File: config.mk
export PLATFORM = sky130hd
export DESIGN_NAME = sfs_fault_status
export DESIGN_NICKNAME = d
export VERILOG_FILES = /design/src/shared/sfs_pkg.sv /design/src/shared/sfs_tmr_if.sv /design/src/hw/sfs_timer.sv /design/src/hw/sfs_fault_status.sv
export SDC_FILE = /design/constraint.sdc
export NUM_CORES = 1
export LEC_CHECK = 0
export ABC_CLOCK_PERIOD_IN_PS = 2300
export CAP_MARGIN = 10
export CORE_MARGIN = 5
export CORE_UTILIZATION = 35
export CTS_BUF_LIST = sky130_fd_sc_hd__clkbuf_8
export CTS_CLUSTER_DIAMETER = 30
export DETAILED_ROUTE_END_ITERATION = 8
export DONT_BUFFER_PORTS = 1
export HOLD_SLACK_MARGIN = 0.05
export SLEW_MARGIN = 20
export SYNTH_ARGS = -nofsm -noshare
export SYNTH_HDL_FRONTEND = slang
export SYNTH_SLANG_ARGS = --single-unit
File: constraint.sdc
create_clock -name clk -period 2.3 [get_ports clk]
set_input_delay 0.575 -clock clk [delete_from_list [all_inputs] [get_ports clk]]
set_output_delay 0.575 -clock clk [all_outputs]
set_load 0.02 [all_outputs]
File: src/shared/sfs_pkg.sv
// ======================================================================
// constants and types for the fault and status logic
package sfs_pkg;
	// ==================================================================
	// clock and interval timing
	localparam int CLK_MHZ        = 40;
	localparam int RESERVE_LOW_US = 1000; // reserve_low_reset_interval
	localparam int CAPTEST_US     = 1000; // captest_reset_interval
	localparam int TIMEOUT_US     = 1000; // frame_timeout_interval
	localparam int RESERVE_LOW_CYC = RESERVE_LOW_US * CLK_MHZ;
	localparam int CAPTEST_CYC     = CAPTEST_US * CLK_MHZ;
	localparam int TIMEOUT_CYC     = TIMEOUT_US * CLK_MHZ;
	localparam int CNT_W           = 24;

	// ==================================================================
	// repeated-reset channels
	localparam int NUM_CH     = 3;
	localparam int CH_RESERVE = 0;
	localparam int CH_CAPTEST = 1;
	localparam int CH_TIMEOUT = 2;

	// ==================================================================
	// lockout and synchroniser layout
	localparam logic [1:0] LOCKOUT_CMDS = 2'h2;
	localparam int SY_RESERVE = 0;
	localparam int SY_CAPTEST = 1;
	localparam int SY_BUS     = 2;
	localparam int SY_UV      = 3;
	localparam int SY_W       = 4;

	// ==================================================================
	// enumerations
	typedef enum logic [1:0] {
		CK_OTHER   = 2'b00,
		CK_ST_EN   = 2'b01,
		CK_ST_DIS  = 2'b10,
		CK_CLEAR   = 2'b11
	} sfs_cmd_kind_type;

	typedef enum logic [1:0] {
		SEL_NORMAL   = 2'b00,
		SEL_ZERO     = 2'b01,
		SEL_SELFTEST = 2'b10
	} sfs_resp_sel_type;

	typedef enum logic [1:0] {
		ST_OFF    = 2'b00,
		ST_ON     = 2'b01,
		ST_LOCKED = 2'b10
	} sfs_st_state_type;
endpackage : sfs_pkg

File: src/shared/sfs_tmr_if.sv
`timescale 1ns/1ps
// ======================================================================
// link between the fault logic and one repeat-interval timer
interface sfs_tmr_if;
	logic run;    // condition present, timer counts
	logic expire; // one-cycle pulse at end of each interval
	modport ctrl  (output run, input expire);
	modport timer (input run, output expire);
endinterface : sfs_tmr_if

File: src/hw/sfs_timer.sv
`timescale 1ns/1ps
// ======================================================================
// interval timer: pulses every LIMIT cycles while run stays high
module sfs_timer #(
	parameter int LIMIT = 40000,
	parameter int CW    = 24
) (
	input  wire logic clk,
	input  wire logic rst_n,
	sfs_tmr_if.timer  tmr
);
	logic [CW-1:0] cnt;
	logic          at_end;

	// terminal count detect
	assign at_end     = (cnt == CW'(LIMIT - 1));
	assign tmr.expire = tmr.run && at_end;

	// count restarts when condition drops or interval ends
	always_ff @(posedge clk) begin
		if (!rst_n || !tmr.run || at_end) begin
			cnt <= '0;
		end else begin
			cnt <= cnt + CW'(1);
		end
	end
endmodule : sfs_timer

File: src/hw/sfs_fault_status.sv
`timescale 1ns/1ps
// ======================================================================
// Overview of operation
// (RL1) reserve node low too long: repeated reset
// (RL2) capacitor test failure: repeated reset while present
// (RL3) bus line low too long: repeated reset
// (RL4) no command answered while reset repeats
// (RL5) master re-initializes device after exception clears
// (RL6) factory array fault, self-test off: error, zero short
// (RL7) factory array fault, self-test on: self-test long
// (RL8) user array fault, self-test off: error, zero short
// (RL9) user array fault, self-test on: self-test long
// (RL10) self-test on: error, flag set, self-test data
// (RL11) two disable commands enter self-test lockout
// (RL12) lockout ignores enable, flag stays clear
// (RL13) clear command or reset leaves lockout
// (RL14) self-test flag follows self-test circuitry
// (RL15) error flag reports internal device error
// (RL16) other addressed command restarts disable count
module sfs_fault_status #(
	parameter int RESERVE_LOW_CYCLES = sfs_pkg::RESERVE_LOW_CYC,
	parameter int CAPTEST_CYCLES     = sfs_pkg::CAPTEST_CYC,
	parameter int TIMEOUT_CYCLES     = sfs_pkg::TIMEOUT_CYC
) (
	input  wire logic                      clk,
	input  wire logic                      rst_n,
	input  wire logic                      reserve_node_low,
	input  wire logic                      captest_fail,
	input  wire logic                      bus_line_low,
	input  wire logic                      supply_uv,
	input  wire logic                      factory_crc_fail,
	input  wire logic                      factory_lock,
	input  wire logic                      user_mismatch,
	input  wire logic                      user_lock,
	input  wire logic                      cmd_valid,
	input  wire logic                      cmd_addr_match,
	input  wire sfs_pkg::sfs_cmd_kind_type cmd_kind,
	output logic                           device_reset,
	output logic                           exception_hold,
	output logic                           resp_enable,
	output logic                           selftest_drive,
	output logic                           lockout,
	output logic                           error_flag,
	output logic                           selftest_active_flag,
	output logic                           low_reserve_flag,
	output sfs_pkg::sfs_resp_sel_type      short_resp_sel,
	output sfs_pkg::sfs_resp_sel_type      long_resp_sel
);
	import sfs_pkg::*;

	// ==================================================================
	// input synchronisers
	logic [SY_W-1:0] sync1;
	logic [SY_W-1:0] sync2;
	logic            reserve_low;
	logic            cap_fail;
	logic            bus_low;
	logic            uv;

	// two flip-flops before any logic sees the analog flags
	always_ff @(posedge clk) begin
		if (!rst_n) begin
			sync1 <= '0;
			sync2 <= '0;
		end else begin
			sync1 <= {supply_uv, bus_line_low, captest_fail,
				reserve_node_low};
			sync2 <= sync1;
		end
	end

	assign reserve_low = sync2[SY_RESERVE];
	assign cap_fail    = sync2[SY_CAPTEST];
	assign bus_low     = sync2[SY_BUS];
	assign uv          = sync2[SY_UV];

	// ==================================================================
	// repeated-reset channels
	sfs_tmr_if       tmr [NUM_CH] ();
	logic [NUM_CH-1:0] run;
	logic [NUM_CH-1:0] expire;
	logic [NUM_CH-1:0] held;
	logic [NUM_CH-1:0] next_held;

	// conditions; supply under-voltage stops reserve and bus repeats
	assign run[CH_RESERVE] = reserve_low && !uv; // RL1
	assign run[CH_CAPTEST] = cap_fail;           // RL2
	assign run[CH_TIMEOUT] = bus_low && !uv;     // RL3

	// one timer per channel, each with its own interval
	generate
		for (genvar i = 0; i < NUM_CH; i++) begin : g_ch
			localparam int LIM = (i == CH_RESERVE) ? RESERVE_LOW_CYCLES :
				(i == CH_CAPTEST) ? CAPTEST_CYCLES : TIMEOUT_CYCLES;
			assign tmr[i].run = run[i];
			assign expire[i]  = tmr[i].expire;
			// held from first expiry until the condition goes away
			assign next_held[i] = run[i] && (held[i] || expire[i]);
			sfs_timer #(
				.LIMIT (LIM),
				.CW    (CNT_W)
			) u_tmr (
				.clk   (clk),
				.rst_n (rst_n),
				.tmr   (tmr[i])
			);
		end
	endgenerate

	// reset pulse each interval, hold level for the whole exception
	always_ff @(posedge clk) begin
		if (!rst_n) begin
			held         <= '0;
			device_reset <= 1'b0;
		end else begin
			held         <= next_held;
			device_reset <= |expire; // RL1 RL2 RL3
		end
	end

	assign exception_hold = |held;
	assign resp_enable    = !exception_hold && !device_reset; // RL4

	// ==================================================================
	// command intake and self-test state
	sfs_st_state_type state;
	sfs_st_state_type next_state;
	logic [1:0]       dis_cnt;
	logic [1:0]       next_dis_cnt;
	logic             cmd_take;
	logic             take_en;
	logic             take_dis;
	logic             take_clr;
	logic             lock_hit;

	// only addressed commands count, none while reset repeats
	assign cmd_take = cmd_valid && cmd_addr_match && !exception_hold; // RL4
	assign take_en  = cmd_take && (cmd_kind == CK_ST_EN);
	assign take_dis = cmd_take && (cmd_kind == CK_ST_DIS);
	assign take_clr = cmd_take && (cmd_kind == CK_CLEAR);
	assign lock_hit = take_dis && (dis_cnt == LOCKOUT_CMDS - 2'h1); // RL11

	// consecutive disable counter
	always_comb begin
		next_dis_cnt = dis_cnt;
		if (device_reset) begin
			next_dis_cnt = 2'h0;
		end else if (take_dis) begin
			if (dis_cnt != LOCKOUT_CMDS) begin
				next_dis_cnt = dis_cnt + 2'h1; // RL11
			end
		end else if (cmd_take) begin
			next_dis_cnt = 2'h0; // RL16
		end
	end

	// self-test state machine
	always_comb begin
		next_state = state;
		case (state)
			ST_OFF: begin
				if (take_en) begin
					next_state = ST_ON;
				end
			end
			ST_ON: begin
				if (take_dis || take_clr) begin
					next_state = ST_OFF;
				end
			end
			ST_LOCKED: begin
				if (take_clr) begin
					next_state = ST_OFF; // RL13
				end
			end
			default: begin
				next_state = ST_OFF;
			end
		endcase
		if (lock_hit) begin
			next_state = ST_LOCKED; // RL11
		end
		if (device_reset) begin
			next_state = ST_OFF; // RL13
		end
	end

	always_ff @(posedge clk) begin
		if (!rst_n) begin
			state   <= ST_OFF;
			dis_cnt <= 2'h0;
		end else begin
			state   <= next_state;
			dis_cnt <= next_dis_cnt;
		end
	end

	assign selftest_drive = (state == ST_ON);     // RL10 RL11 RL12
	assign lockout        = (state == ST_LOCKED);

	// ==================================================================
	// status flags and response data selection
	logic             fault;
	logic             next_error;
	sfs_resp_sel_type next_short;
	sfs_resp_sel_type next_long;

	// stored-array integrity faults only count when locked
	assign fault = (factory_crc_fail && factory_lock) ||
		(user_mismatch && user_lock); // RL6 RL8
	assign next_error = fault || selftest_drive; // RL15 RL10

	// short: faults force zero, then self-test, then low reserve
	assign next_short = fault ? SEL_ZERO :
		selftest_drive ? SEL_SELFTEST :
		reserve_low ? SEL_ZERO : SEL_NORMAL; // RL6 RL7 RL8 RL9 RL10
	// long: self-test data whenever self-test runs
	assign next_long = selftest_drive ? SEL_SELFTEST
		: SEL_NORMAL; // RL7 RL9 RL10

	always_ff @(posedge clk) begin
		if (!rst_n) begin
			error_flag           <= 1'b0;
			selftest_active_flag <= 1'b0;
			low_reserve_flag     <= 1'b0;
			short_resp_sel       <= SEL_NORMAL;
			long_resp_sel        <= SEL_NORMAL;
		end else begin
			error_flag           <= next_error;     // RL15
			selftest_active_flag <= selftest_drive; // RL14 RL12
			low_reserve_flag     <= reserve_low;
			short_resp_sel       <= next_short;
			long_resp_sel        <= next_long;
		end
	end
endmodule : sfs_fault_status

# == Yosys cells after proc, flatten, opt, wreduce, memory -nomap -nowiden ==
# Cells that the tools add are included.
# totals
ramBits,0
mem_count,0
romBits,0
elab_cells,96
regBits,95
latchBits,0
output_inout_bits,12
# op_classes
muxes,12
addsub,4
shift,0
magnitude_cmp,0
div_mod_pow,0
n_bitwise,1
n_mul,0
eq_ne,17
reduce_logical,46
# op_table
cell,n
$add A24 B1 Y24 const B,3
$eq A24 B16 Y1 const B,3
$mux W2,9
$logic_and A1 B1 Y1,17
$logic_or A1 B1 Y1,12
$reduce_or A3 Y1,3
$logic_not A1 Y1,7
$eq A2 B1 Y1 const B,3
$eq A2 B2 Y1 const B,3
$ne A2 B1 Y1 const B,3
$ne A3 B1 Y1 const B,2
$pmux W2 S3,1
$reduce_and A3 Y1,2
$ne A2 B2 Y1 const B,2
$reduce_or A2 Y1,2
$ne A3 B3 Y1 const B,1
$add A2 B1 Y2 const B,1
$logic_not A2 Y1,1
$mux W1,2
$reduce_and A2 Y1,1
$reduce_bool A2 Y1,1
$not A1 Y1,1

# == Logic depth before layout (Yosys ltp) ==
# logic_depth
depth_word,8
ltp_mapped,6
ltp_nobuf,6

# == Cells and area by module ==
# Synthesis repeated with hierarchy kept, for this count alone.
# hier_totals
hier_cells,460
area_unflattened_um2,4151.5
# modules_own_cells
mod,n_inst,seq_area_each_um2,area_per_inst_um2,cells_per_inst
sfs_timer,3,480.5,1126.1,129
sfs_fault_status,1,420.4,773.2,73

# == Worst setup path before layout ==
# OpenSTA, ideal clock, no wires.
# synth_path
kind,reg-to-reg
start,reg g_ch[2].u_tmr.cnt[0]
end,reg g_ch[2].u_tmr.cnt[22]
stages_incl_launch_ff,7
t_required_ns,2.230
setup_slack_ns,0.422
arrival_time_ns,1.808
path_cell_list,dfxtp_1 ha_1 nand3_2 or4_1 clkbuf_1 or3_1 a21oi_1
# synth_via
elab_chain_len,2
elab_cells_between_ends,3
# synth_lines
item,line,text
"start, declared",sfs_timer.sv:12,logic [CW-1:0] cnt;
"start signal, assigned",sfs_timer.sv:24,cnt <= cnt + CW'(1);
branches (longest 2 deep; another with $add A24 B1 Y24),--,
# Several ways; the timed one is not identified.
# A chain may end at the register's enable or synchronous reset.

# == Final worst setup path ==
# Ends and elaborated chain as after synthesis.

==> key figures <==
Status
  • Run status: finished, final reports clean

Routing
  • Via count: 3,267
  • Initial DRT Pass Iterations: 4
  • Final WL: 7940 um
  • Drt drc: 0
  • Wirelength per Cell: 12.8 um
  • Routed vias/inst: 5.29
  • DR iter-0 viols: 187
  • Final ANT Viol Nets: 0

Floorplanning
  • Core ar.: 0.0114 mm2
  • Die Ht: 118 um
  • Die area: 0.0138 mm2
  • Die width: 118 um
  • Starting density of the core: 35.6%
  • Ports: 26
  • FP Rows: 39

Timing
  • RSZ-0062 raised after global routing: false
  • Pins Over Slew Limit: 0
  • Final period utilization: 88.6%
  • Layout Skew: 0.0162 ns
  • Total negative slack: 0 ns
  • Final Hold Viols: 0
  • Min Tclk post-route: 2.04 ns
  • Final setup viols: 0
  • Achievable clock frequency: 0.491 GHz

Yosys
  • Mean Syn Cell Area: 8.63 um2
  • Asr flop ratio synth: 0%
  • Number of synthesized flops with an enable pin: 0
  • Post-synth cell types: 44
  • Syn. warnings: 0
  • Post-Syn Nets: 488
  • Cell Area, Synth: 0.00405 mm2
  • Commonest register cell after synthesis: dfxtp_1
  • Synth Register Bits: 93
  • Sequential fraction of the synthesis area: 46.0%
  • Syn Inst Count: 469

Cells and area
  • FILL cells: 1,182
  • Reg area: 0.00186 mm2
  • Utilization after layout: 39.1%
  • Final #Nets: 489
  • Layout cells sized above 1: 6.53%
  • Fin area: 0.00445 mm2
  • Antenna diodes: 0
  • Area added between synthesis and finish: 9.89%
  • Multi-input gate area: 0.00205 mm2
  • Final Non-Filler Cells: 618

Pwr
  • Design Power: 0.00300 W
  • Sw Pwr: 0.000638 W
  • Clock power share: 44.3%
  • Switch share: 21.2%
  • Power Density: 675 mW/mm2
  • Peak supply drop: 0.450 mV
  • Sequential power share: 54.4%
  • Power Internal: 0.00236 W
  • Logic pwr share: 1.3%
  • Leakage: 1.34 nW

Place
  • Final GP Congestion: 0.757
  • Post-DP HPWL: 5640 um
  • PortBufs: 0
  • Dpl cells: 602
  • Area post-placement: 0.00420 mm2

Run
  • Max-cap violation count: 0

Clocking
  • Hold_buf cts: 0
  • Max clock buf depth: 2
  • CTS HTree Levels: 3
  • Root buf cell: clkbuf_8
  • Clk sinks: 93
  • Number of CTS-inserted buffers: 9
  • CTS tree: built
  • Clock Latency Late Sink: 0.38 ns
  • Clock slew at reported path FFs: 0.10 ns

GRT
  • Initial antenna violation count: 0
  • First-pass GRT wire length: 13,500 um
  • Number of global-route vias before repair: 2,989
  • Largest net degree at the start of global routing: 25
  • Tot GR Track Use: 11.6%
  • Grt ovf: 0

Worst hold path
  • Hold crit path type: in2reg

Worst setup path
  • Startpoint types: flop
  • Crit Path Max Fanout: 10
  • CP arrival: 2.36 ns
  • Req. time, crit path: 2.62 ns
  • CP Class: reg2reg
  • Crit end category: flop
==> area by class of cell <==
cell class | count | share of cell area, %
tap | 143 | 4.02
inverter | 17 | 1.44
timing repair buffer | 6 | 1.01
sequential | 93 | 41.9
clock inverter | 7 | 2.70
clock buffer | 9 | 2.79
multi-input combinational | 343 | 46.2
==> through the flow <==
| step | setup slack [ns] | hold WS [ns] |
|---|---|---|
| global placement | 0.326 | 0.418 |
| finish | 0.262 | 0.303 |
| CTS | 0.0872 | 0.285 |
| detailed placement | 0.269 | 0.421 |
| floorplan | 0.422 | 0.404 |
| global route | 0.108 | 0.300 |
==> placed cells by master (no fill, tap or decap), drive strengths merged, types with 3 or more instances in the layout <==
master   n
dfxtp   93
a21oi   32
xor2    17
and4     7
o31ai    4
xnor2   20
o21ai   27
o21a     3
nand2   25
nor3    11
bufinv   3
clkbuf   9
nand2b   3
and3     6
nand3   29
or3     26
buf      6
inv     19
or4     10
nor4    15
and2    13
ha       5
nor2    50
nand4   23
==> flip-flops by register name, summed over array words and instances (netlist names) <==
name,flops
sync1,4
short_resp_sel,2
error_flag,1
held,3
dis_cnt,2
g_ch.u_tmr.cnt,72
low_reserve_flag,1
state,2
device_reset,1
sync2,4
long_resp_sel,1
==> metal layers <==
layer,track usage (%),up-vias,share of wire [%]
met5,0,-,0
met4,6.16,0,2.3
met3,2.74,11,4.1
met2,18.5,59,46
met1,14.3,1520,48
li1,-,1677,-
==> power groups by stage <==
stage          clock network [W]  logic (W)  registers, W
6_report                 0.00133  0.0000388       0.00163
5_1_grt                  0.00142  0.0000442       0.00164
4_1_cts                  0.00137  0.0000398       0.00163
3_5_place_dp                   0  0.0000396       0.00167
3_3_place_gp                   0  0.0000384       0.00167
2_1_floorplan                  0  0.0000341       0.00167
==> critical path: stages (launching register included) <==
cell and delay, ns:
dfxtp_1 0.40, ha_1 0.22, nand3_2 0.15, or4_1 0.69
or3_1 0.39, a21oi_1 0.13
==> cells in the mapped netlist (all sizes together) (3+ instances only) <==
master | number | area [um2]
and3 | 6 | 37.5
clkbuf | 9 | 33.8
inv | 17 | 63.8
xnor2 | 20 | 175
xor2 | 17 | 149
and2 | 13 | 81.3
or4 | 10 | 78.8
dfxtp | 93 | 1860
nand4 | 23 | 156
o21ai | 27 | 135
and4 | 7 | 62.6
ha | 5 | 62.6
a21oi | 32 | 160
nand2 | 25 | 93.8
o21a | 3 | 22.5
nand3 | 29 | 150
buf | 7 | 46.3
nor2 | 50 | 188
o31ai | 4 | 30.0
or3 | 26 | 163
nor4 | 15 | 93.8
nand2b | 3 | 18.8
nor3 | 11 | 55.1
==> timing repair <==
action,CTS,global route
resized for setup,1,1
setup endpoints to repair,1,1
gates cloned,0,0
endpoints found under the hold margin,0,0
buffers inserted,0,0
pin swaps,0,0
==> worst paths after layout <==
check,slack (ns),cells past startpoint,start,end
min,0.30,1,cmd_kind[0],state[1]
max,0.26,5,g_ch[2].u_tmr.cnt[0],g_ch[2].u_tmr.cnt[22]
max reg2reg,0.26,5,g_ch[2].u_tmr.cnt[0],g_ch[2].u_tmr.cnt[22]
min reg2reg,0.44,1,sync1[1],sync2[1]
==> kinds of logic after synthesis <==
family	count (synthesis)	synth area share (%)
buffers and inverters	33	3.56
flip-flops	93	46.0
other	1	0.0927
AO/OA/AOI/OAI	75	10.4
adder cells (fa/ha/maj)	5	1.55
AND/OR/NAND/NOR	225	30.4
XOR/XNOR	37	8.01
No activity file was read; power rests on OpenSTA's default activity.
